--- config.mk ---
export PLATFORM = sky130hd
export DESIGN_NAME = dims_top
export DESIGN_NICKNAME = d
export VERILOG_FILES = /design/src/inc/dims_pkg.sv /design/src/verilog/dims_top.sv
export SDC_FILE = /design/constraint.sdc
export NUM_CORES = 1
export LEC_CHECK = 0
export BUFFER_PORTS_ARGS = -buffer_cell sky130_fd_sc_hd__buf_2
export CORE_MARGIN = 2
export CORE_UTILIZATION = 60
export DETAILED_ROUTE_END_ITERATION = 12
export PLACE_DENSITY = 0.81
export SLEW_MARGIN = 10
export SYNTH_ARGS = -nofsm -noshare
export SYNTH_HDL_FRONTEND = slang
export SYNTH_SLANG_ARGS = --single-unit
--- constraint.sdc ---
create_clock -name MCLK -period 6.1 [get_ports MCLK]
set_clock_uncertainty 0.05 [all_clocks]
set_input_delay 0 -clock MCLK [delete_from_list [all_inputs] [get_ports MCLK]]
set_output_delay 0 -clock MCLK [all_outputs]
set_load 0.05 [all_outputs]
--- src/inc/dims_pkg.sv ---
package dims_pkg;
   // =====================================================
   // command pins as sampled at one clock edge
   typedef struct packed {
      logic        cke;
      logic        cs_n;
      logic        ras_n;
      logic        cas_n;
      logic        we_n;
      logic [2:0]  ba;
      logic [12:0] addr;
   } dims_cmd_t;

   // software timing control
   typedef struct packed {
      logic [3:0] tmrd;
      logic [4:0] trp;
   } dims_ctrl_t;

   typedef enum logic [2:0] {
      DIMS_IDLE = 3'b001,
      DIMS_MRD  = 3'b010,
      DIMS_SREF = 3'b100
   } dims_state_t;

   // =====================================================
   // register byte offsets
   localparam logic [7:0] OFS_MR   = 8'h00;
   localparam logic [7:0] OFS_EMR1 = 8'h04;
   localparam logic [7:0] OFS_EMR2 = 8'h08;
   localparam logic [7:0] OFS_EMR3 = 8'h0c;
   localparam logic [7:0] OFS_STAT = 8'h10;
   localparam logic [7:0] OFS_BANK = 8'h14;
   localparam logic [7:0] OFS_CTRL = 8'h18;

   // reset values and counts
   localparam logic [4:0] RST_TRP  = 5'h05;
   localparam logic [3:0] RST_TMRD = 4'h2;
   localparam logic [7:0] DLL_LOCK_CLKS = 8'hc8; // 200 clocks

   // field positions
   localparam int MR_BT      = 3;
   localparam int MR_CL_LSB  = 4;
   localparam int MR_TM      = 7;
   localparam int MR_DLLRST  = 8;
   localparam int E1_DLL_DIS = 0;
   localparam int AP_BIT     = 10;
   localparam int ST_ILL     = 0;
   localparam int ST_BADRD   = 1;

   // encodings
   localparam logic [2:0] BL_8      = 3'h3;
   localparam logic [2:0] BA_MR     = 3'h0;
   localparam logic [2:0] BA_EMR1   = 3'h1;
   localparam logic [2:0] BA_EMR2   = 3'h2;
   localparam logic [2:0] BA_EMR3   = 3'h3;
   localparam logic [2:0] OP_ACT    = 3'h3;
   localparam logic [2:0] OP_PRE    = 3'h2;
   localparam logic [2:0] OP_RD     = 3'h5;
   localparam logic [2:0] OP_WR     = 3'h4;
   localparam logic [2:0] OP_REF    = 3'h1;
   localparam logic [2:0] OP_MRS    = 3'h0;
   localparam logic [2:0] BURST4    = 3'h2;
   localparam logic [2:0] BURST8    = 3'h4;
   localparam logic [1:0] RESP_OK   = 2'h0;
   localparam logic [1:0] RESP_ERR  = 2'h2;
endpackage : dims_pkg

--- src/verilog/dims_top.sv ---
// Function
// - bursts are fixed at 4 or 8, chosen by mode bits A0-A2
// - activate latches bank and row; read/write take column, and precharge when A10 is set
// - mode write: all strobes low, banks low, all idle, then tMRD
// - A3 is burst type, A4-A6 CAS latency, no half clocks
// - A7 test mode must be low (a set A7 is stored and shown in status, not refused); A8 requests DLL reset
// - register 1 write: BA0 high, all idle, CKE high, tMRD
// - register 1 fields: DLL, drive, latency, ODT, OCD, strobe
// - DLL off on self-refresh entry, back on at exit
`timescale 1ns/1ps
module dims_top (
   input  wire logic        MCLK,      // 250 MHz clock
   input  wire logic        SRST,      // sync reset, active high
   input  wire logic        CKE,       // clock enable pin
   input  wire logic        CS_N,      // chip select pin
   input  wire logic        RAS_N,     // row strobe pin
   input  wire logic        CAS_N,     // column strobe pin
   input  wire logic        WE_N,      // write enable pin
   input  wire logic [2:0]  BA,        // bank pins
   input  wire logic [12:0] ADDR,      // address pins
   input  wire logic [7:0]  AWADDR,    // axi write address
   input  wire logic        AWVALID,   // axi
   output logic             AWREADY,   // axi
   input  wire logic [31:0] WDATA,     // axi
   input  wire logic [3:0]  WSTRB,     // axi
   input  wire logic        WVALID,    // axi
   output logic             WREADY,    // axi
   output logic [1:0]       BRESP,     // axi
   output logic             BVALID,    // axi
   input  wire logic        BREADY,    // axi
   input  wire logic [7:0]  ARADDR,    // axi read address
   input  wire logic        ARVALID,   // axi
   output logic             ARREADY,   // axi
   output logic [31:0]      RDATA,     // axi
   output logic [1:0]       RRESP,     // axi
   output logic             RVALID,    // axi
   input  wire logic        RREADY,    // axi
   output logic             DLL_LOCKED, // dll ready for reads
   output logic             BURST_ACTIVE // burst in progress
);
   // =====================================================
   // functions
   function automatic logic is_op(input dims_pkg::dims_cmd_t c,
                                  input logic [2:0] op);
      is_op = ~c.cs_n && ({c.ras_n, c.cas_n, c.we_n} == op);
   endfunction : is_op

   function automatic logic reg_hit(input logic [7:0] a);
      reg_hit = (a <= dims_pkg::OFS_CTRL) && (a[1:0] == 2'h0);
   endfunction : reg_hit

   // =====================================================
   // pin synchroniser, two stages before any logic
   dims_pkg::dims_cmd_t pin_s1_ff;
   dims_pkg::dims_cmd_t c_ff;
   logic                cke_prev_ff;
   always_ff @(posedge MCLK) begin
      if (SRST) begin
         pin_s1_ff   <= '0;
         c_ff        <= '0;
         cke_prev_ff <= 1'b0;
      end else begin
         pin_s1_ff   <= {CKE, CS_N, RAS_N, CAS_N, WE_N, BA, ADDR};
         c_ff        <= pin_s1_ff;
         cke_prev_ff <= c_ff.cke;
      end
   end

   // =====================================================
   // command decode
   dims_pkg::dims_state_t st_ff;
   dims_pkg::dims_ctrl_t  ctrl_ff;
   logic [7:0]  open_ff;
   logic [12:0] row_ff [8];
   logic [4:0]  pcnt_ff [8];
   logic [12:0] mr_ff;
   logic [12:0] emr_ff [1:3];
   logic [9:0]  col_ff;
   logic [3:0]  mrd_cnt_ff;
   logic [7:0]  dll_cnt_ff;
   logic [2:0]  burst_cnt_ff;
   logic        on, act, pre, rd, wr, rf, mrs, sref_in, sref_out;
   logic        all_idle, act_ok, rw_ok, mrs_ok, bad, bad_rd;
   logic        cl_ok, any_cmd, dll_rst;

   always_comb begin
      on       = c_ff.cke & cke_prev_ff;
      act      = on & is_op(c_ff, dims_pkg::OP_ACT);
      pre      = on & is_op(c_ff, dims_pkg::OP_PRE);
      rd       = on & is_op(c_ff, dims_pkg::OP_RD);
      wr       = on & is_op(c_ff, dims_pkg::OP_WR);
      rf       = on & is_op(c_ff, dims_pkg::OP_REF);
      mrs      = on & is_op(c_ff, dims_pkg::OP_MRS);
      sref_in  = cke_prev_ff & ~c_ff.cke &
                 is_op(c_ff, dims_pkg::OP_REF);
      sref_out = (st_ff == dims_pkg::DIMS_SREF) & c_ff.cke;
      any_cmd  = act | pre | rd | wr | rf | mrs;
      all_idle = (open_ff == 8'h00);
      for (int i = 0; i < 8; i++) begin
         if (pcnt_ff[i] != 5'h00) all_idle = 1'b0;
      end
      act_ok = act & (st_ff == dims_pkg::DIMS_IDLE)
               & ~open_ff[c_ff.ba] & (pcnt_ff[c_ff.ba] == 5'h00);
      rw_ok  = (rd | wr) & (st_ff == dims_pkg::DIMS_IDLE)
               & open_ff[c_ff.ba];
      // mode writes only with every bank precharged and tRP done
      mrs_ok = mrs & (st_ff == dims_pkg::DIMS_IDLE) & all_idle;
      bad    = (act & ~act_ok) | ((rd | wr) & ~rw_ok)
               | (mrs & ~mrs_ok) | (rf & ~all_idle)
               | (any_cmd & (st_ff != dims_pkg::DIMS_IDLE));
      bad_rd = rd & ~DLL_LOCKED;
      // dll reset request from a legal mode register write
      dll_rst = mrs_ok & (c_ff.ba == dims_pkg::BA_MR)
                & c_ff.addr[dims_pkg::MR_DLLRST];
      // three to five clocks only; half clocks do not exist
      cl_ok  = (mr_ff[6:4] >= 3'h3) && (mr_ff[6:4] <= 3'h5);
   end

   // =====================================================
   // device state: idle, mode register wait, self-refresh
   always_ff @(posedge MCLK) begin
      if (SRST) begin
         st_ff      <= dims_pkg::DIMS_IDLE;
         mrd_cnt_ff <= 4'h0;
      end else begin
         case (st_ff)
            dims_pkg::DIMS_IDLE: begin
               if (mrs_ok) begin
                  st_ff      <= dims_pkg::DIMS_MRD;
                  mrd_cnt_ff <= ctrl_ff.tmrd;
               end else if (sref_in && all_idle) begin
                  st_ff <= dims_pkg::DIMS_SREF;
               end
            end
            dims_pkg::DIMS_MRD: begin
               // tMRD of zero behaves as one clock
               if (mrd_cnt_ff <= 4'h1) begin
                  st_ff <= dims_pkg::DIMS_IDLE;
               end
               mrd_cnt_ff <= mrd_cnt_ff - 4'h1;
            end
            dims_pkg::DIMS_SREF: begin
               if (sref_out) st_ff <= dims_pkg::DIMS_IDLE;
            end
            default: st_ff <= dims_pkg::DIMS_IDLE;
         endcase
      end
   end

   // =====================================================
   // mode and extended registers, loaded only from the bus pins
   always_ff @(posedge MCLK) begin
      if (SRST) begin
         mr_ff  <= '0;
         emr_ff <= '{default: '0};
      end else if (mrs_ok) begin
         case (c_ff.ba)
            dims_pkg::BA_MR:   mr_ff     <= c_ff.addr;
            dims_pkg::BA_EMR1: emr_ff[1] <= c_ff.addr;
            dims_pkg::BA_EMR2: emr_ff[2] <= c_ff.addr;
            dims_pkg::BA_EMR3: emr_ff[3] <= c_ff.addr;
            default: ;
         endcase
      end
   end

   // =====================================================
   // bank open state, row latch and per-bank precharge timers
   always_ff @(posedge MCLK) begin
      if (SRST) begin
         open_ff <= 8'h00;
         row_ff  <= '{default: '0};
         pcnt_ff <= '{default: '0};
         col_ff  <= 10'h000;
      end else begin
         for (int i = 0; i < 8; i++) begin
            if (pcnt_ff[i] != 5'h00) pcnt_ff[i] <= pcnt_ff[i] - 5'h01;
            // latest precharge restarts the period for its bank
            if (pre && (c_ff.addr[dims_pkg::AP_BIT] ||
                        c_ff.ba == 3'(i))) begin
               open_ff[i] <= 1'b0;
               pcnt_ff[i] <= ctrl_ff.trp;
            end
         end
         if (act_ok) begin
            open_ff[c_ff.ba] <= 1'b1;
            row_ff[c_ff.ba]  <= c_ff.addr;
         end
         if (rw_ok) begin
            col_ff <= c_ff.addr[9:0];
            // auto precharge closes at issue; burst timing not modelled
            if (c_ff.addr[dims_pkg::AP_BIT]) begin
               open_ff[c_ff.ba] <= 1'b0;
               pcnt_ff[c_ff.ba] <= ctrl_ff.trp;
            end
         end
      end
   end

   // =====================================================
   // burst length counter, in clocks of two beats
   always_ff @(posedge MCLK) begin
      if (SRST) begin
         burst_cnt_ff <= 3'h0;
         BURST_ACTIVE <= 1'b0;
      end else if (rw_ok) begin
         burst_cnt_ff <= (mr_ff[2:0] == dims_pkg::BL_8) ?
                         dims_pkg::BURST8 : dims_pkg::BURST4;
         BURST_ACTIVE <= 1'b1;
      end else begin
         if (burst_cnt_ff != 3'h0) burst_cnt_ff <= burst_cnt_ff - 3'h1;
         BURST_ACTIVE <= burst_cnt_ff > 3'h1;
      end
   end

   // =====================================================
   // dll: reset or self-refresh exit restarts lock count; self-refresh holds lock low
   always_ff @(posedge MCLK) begin
      if (SRST) begin
         dll_cnt_ff <= dims_pkg::DLL_LOCK_CLKS;
         DLL_LOCKED <= 1'b0;
      end else begin
         if (dll_rst || sref_out) begin
            dll_cnt_ff <= dims_pkg::DLL_LOCK_CLKS;
         end else if (dll_cnt_ff != 8'h00) begin
            dll_cnt_ff <= dll_cnt_ff - 8'h01;
         end
         // drop at once on a reset, not one clock after the count reload
         DLL_LOCKED <= ~emr_ff[1][dims_pkg::E1_DLL_DIS]
                       & (st_ff != dims_pkg::DIMS_SREF)
                       & (dll_cnt_ff == 8'h00) & ~sref_in
                       & ~dll_rst;
      end
   end

   // =====================================================
   // axi4-lite slave; one write and one read in flight
   logic        ill_ff, badrd_ff;
   logic [7:0]  awaddr_ff;
   logic [31:0] wdata_ff;
   logic [3:0]  wstrb_ff;
   logic        wr_fire, clr_ill, clr_bad;

   always_comb begin
      wr_fire = ~AWREADY & ~WREADY & ~BVALID;
      clr_ill = wr_fire & (awaddr_ff == dims_pkg::OFS_STAT)
                & wstrb_ff[0] & wdata_ff[dims_pkg::ST_ILL];
      clr_bad = wr_fire & (awaddr_ff == dims_pkg::OFS_STAT)
                & wstrb_ff[0] & wdata_ff[dims_pkg::ST_BADRD];
   end

   // address and data taken in either order, response after both
   always_ff @(posedge MCLK) begin
      if (SRST) begin
         AWREADY   <= 1'b1;
         WREADY    <= 1'b1;
         BVALID    <= 1'b0;
         BRESP     <= dims_pkg::RESP_OK;
         awaddr_ff <= 8'h00;
         wdata_ff  <= 32'h0000_0000;
         wstrb_ff  <= 4'h0;
      end else begin
         if (AWVALID && AWREADY) begin
            AWREADY   <= 1'b0;
            awaddr_ff <= AWADDR;
         end
         if (WVALID && WREADY) begin
            WREADY   <= 1'b0;
            wdata_ff <= WDATA;
            wstrb_ff <= WSTRB;
         end
         if (wr_fire) begin
            BVALID <= 1'b1;
            BRESP  <= reg_hit(awaddr_ff) ? dims_pkg::RESP_OK
                                          : dims_pkg::RESP_ERR;
         end else if (BVALID && BREADY) begin
            BVALID  <= 1'b0;
            AWREADY <= 1'b1;
            WREADY  <= 1'b1;
         end
      end
   end

   // control register steers tRP and tMRD counting
   always_ff @(posedge MCLK) begin
      if (SRST) begin
         ctrl_ff <= {dims_pkg::RST_TMRD, dims_pkg::RST_TRP};
      end else if (wr_fire && awaddr_ff == dims_pkg::OFS_CTRL) begin
         if (wstrb_ff[0]) ctrl_ff.trp  <= wdata_ff[4:0];
         if (wstrb_ff[1]) ctrl_ff.tmrd <= wdata_ff[11:8];
      end
   end

   // sticky error flags: a new event beats a same-cycle clear
   always_ff @(posedge MCLK) begin
      if (SRST) begin
         ill_ff   <= 1'b0;
         badrd_ff <= 1'b0;
      end else begin
         ill_ff   <= bad | (ill_ff & ~clr_ill);
         badrd_ff <= bad_rd | (badrd_ff & ~clr_bad);
      end
   end

   // read channel, data one clock after the address
   always_ff @(posedge MCLK) begin
      if (SRST) begin
         ARREADY <= 1'b1;
         RVALID  <= 1'b0;
         RDATA   <= 32'h0000_0000;
         RRESP   <= dims_pkg::RESP_OK;
      end else if (ARVALID && ARREADY) begin
         ARREADY <= 1'b0;
         RVALID  <= 1'b1;
         RRESP   <= reg_hit(ARADDR) ? dims_pkg::RESP_OK
                                    : dims_pkg::RESP_ERR;
         case (ARADDR)
            dims_pkg::OFS_MR:   RDATA <= {19'h0, mr_ff};
            dims_pkg::OFS_EMR1: RDATA <= {19'h0, emr_ff[1]};
            dims_pkg::OFS_EMR2: RDATA <= {19'h0, emr_ff[2]};
            dims_pkg::OFS_EMR3: RDATA <= {19'h0, emr_ff[3]};
            dims_pkg::OFS_STAT: RDATA <= {25'h0, ~cl_ok, BURST_ACTIVE,
                                   mr_ff[dims_pkg::MR_TM],
                                   st_ff == dims_pkg::DIMS_SREF,
                                   DLL_LOCKED, badrd_ff, ill_ff};
            dims_pkg::OFS_BANK: RDATA <= {14'h0, col_ff, open_ff};
            dims_pkg::OFS_CTRL: RDATA <= {20'h0, ctrl_ff.tmrd, 3'h0,
                                          ctrl_ff.trp};
            default:            RDATA <= 32'h0000_0000;
         endcase
      end else if (RVALID && RREADY) begin
         RVALID  <= 1'b0;
         ARREADY <= 1'b1;
      end
   end
endmodule : dims_top

==> reports/metrics.csv <==
metric,value,unit
max cap viols,0,
status,completed,
# placed instances,1455,
"Async S/R FF share, synth",0,%
DR vias,8966,
# IOs,123,
CP endpoint kind,flip-flop,
CP arrival,3720,ps
width of the die,134,µm
XOR/XNOR Fraction of Synth Area,2.25,%
GP Congestion,0.899,
H-tree levels,1,
Final Hold Fails,0,
DRT Wirelength,25.8,mm
"most common cell after layout, fill and taps aside",nand2_1,
fmax,293,MHz
Global Route Usage Sum,28.4,%
vias per cell,5.78,
"Seq/Total Area, Yosys",45.1,%
Critical Path Source Type,flip-flop,
Final Non-Filler Cells,1552,
power density cells,389,nW/µm²
DRC violations left,0,
postcts setup bufs,0,
initial core utilization,61.3,%
Final Instance Area,12000,µm²
Post-Syn Area,10100,µm²
final worst slack,2690,ps
largest family of logic cells by synthesized area,simple AND/OR/NAND/NOR gates,
clk_lat worst skew,520,ps
Final period util,55.9,%
clock slew seen by the registers of the worst setup and hold paths,60,ps
initial antenna violation count,0,
Final Power,4.68,mW
hold_ws,14.6,ps
post-synthesis mux area share,5.63,%
Die Span Y,134,µm
Post-DP HPWL,15.9,mm
setup TNS,0,ps
Worst slew margin,28.3,%
final count of negative-setup-slack endpoints,0,
"flops & latches, synth",228,
Area Growth Syn to Fin,18.9,%
hold crit path type,in -> reg,
share of layout cells above drive strength 1,11.4,%
Max VDD drop,314,µV
Post-DRT Antenna Nets,0,
Ys Warns,0,
Main synth FF type,dfxtp_1,
"commonest cells after routing, fill and taps aside","245 x nand2_1, 228 x dfxtp_1, 130 x a21oi_1",
static leakage,4.47,nW
syn avg cell area,8.35,µm²
crit path max fanout,6,
Tightest Pin Transition,1070,ps
CTS tree,yes,
global-route wire length before repair,41.8,mm
Port-buffer cells,81,
Layout Nets,1412,
Area after DPL,10500,µm²
Pre-Repair DR Iteration Count,5,
DRT iter0 DRCs,941,
Antenna diodes,0,
max-slew violations,0,
CTS Root Cell,clkbuf_16,
Synth Area in Adders,2.22,%
fin util,72.9,%
cts bufs inserted,24,
TritonCTS sink count,228,
final worst path period need,3410,ps
row count,47,
Synth Area in Compound Gates,15.3,%
Max clock buf depth,3,
core footprint,16500,µm²
number of flops mapped to enable cells by yosys,0,
Post-Place Setup Slack,2730,ps
count of different cell masters after synthesis,60,
unrepaired setup endpoints after global routing,no,
post-synthesis simple-gate area fraction,24.1,%
grt ovf,0,
worst path required time,6410,ps
WS Path Type,reg -> reg,
fillers,1266,
pin count of the biggest net entering global routing,138,
die area,17900,µm²
Post-Synthesis Cells,1213,
drt wl/cell,16.6,µm
vias in the first global route,8537,
timing repair:
item	CTS	global route
hold buffers	53	0
resized for setup	0	0
endpoints found under the hold margin	45	0
state kept, by name, summed over array words and instances, names as in the netlist, 2 cells and up:
name and flops:
awaddr_ff 8, st_ff 3, RDATA 18, ctrl_ff 9, pin_s1_ff 21, mrd_cnt_ff 4, open_ff 8, wdata_ff 9
wstrb_ff 2, c_ff 21, mr_ff 13, dll_cnt_ff 8, burst_cnt_ff 3, emr_ff 39, col_ff 10, pcnt_ff 40
path summary, 6_finish.rpt:
path              slack, ps    startpoint  depth (start not counted)            end
hold / removal           10          SRST                          2  pin_s1_ff[13]
setup / recovery       2690    pcnt_ff[5]                          8         ill_ff
setup reg to reg       2690    pcnt_ff[5]                          8         ill_ff
hold reg to reg         380  pin_s1_ff[1]                          1        c_ff[1]
layer usage:
metal | GRT usage [%] | wire length, µm | vias up
met5 | 0 | 0 | -
met4 | 11.0 | 884 | 0
met3 | 4.42 | 1780 | 78
met2 | 48.2 | 12200 | 352
met1 | 36.6 | 10900 | 4183
li1 | - | - | 4353
kinds of logic after synthesis:
group	after synthesis
adders and majority gates	18
buffers and inverters	116
DFF	228
and+or+nand+nor	520
AOI/OAI and AO/OA	250
other	1
muxes	54
xor gates and xnor gates	26
Yosys cell counts (all sizes together) (2+ instances only):
library cell,instances,share of area [%]
and2,9,0.56
nor2,78,2.9
nand4b,2,0.17
dfxtp,228,45
xnor2,24,2.1
a211oi,9,0.67
o31ai,2,0.15
a21o,2,0.15
nand4,3,0.19
nor4,16,1.1
mux4,2,0.44
o31a,2,0.17
o21a,2,0.15
nand3,28,1.4
nand2,245,9.1
nand3b,4,0.30
nor4bb,2,0.20
a221oi,5,0.43
nor4b,9,0.78
o221ai,12,1.0
a21oi,130,6.4
nor3,32,1.6
a22o,3,0.26
a31oi,3,0.19
and3,5,0.31
o21ai,35,2.2
buf,31,2.2
a21boi,2,0.15
ha,18,2.2
inv,32,1.2
mux2i,48,4.7
nor3b,10,0.74
xor2,2,0.17
nand2b,8,0.49
mux2,4,0.44
a22oi,28,2.1
or4,2,0.15
clkbuf,53,2.0
nor2b,49,3.0
o21bai,2,0.15
a211o,5,0.43
or3,15,0.93
o211ai,2,0.15
cell type report:
type                    instances  area [µm²]  share of cell area (%)
multi-input cells             884        5100                    42.4
flip-flops and latches        228        4560                    37.9
repair buffers                144        1020                    8.45
clock buffers                  32         702                    5.83
well taps                     220         275                    2.29
clock inverters                12         260                    2.16
inverters                      32         120                   0.998
power breakdown:
part / switching [mW] / internal, mW
logic: 0.590 / 0.548
clock network: 0.596 / 1.14
registers: 0.159 / 1.65
total: 1.34 / 3.34
critical path, cell delays in order, from the launching register on:
cell and delay [ps]:
dfxtp_1 350, inv_1 70, ha_1 200, nor4b_1 840, nand4_1 350, nor4_1 990
a21oi_1 160, nor3_1 180, a21oi_1 90
Note: power is estimated with default switching activity, not from simulation.
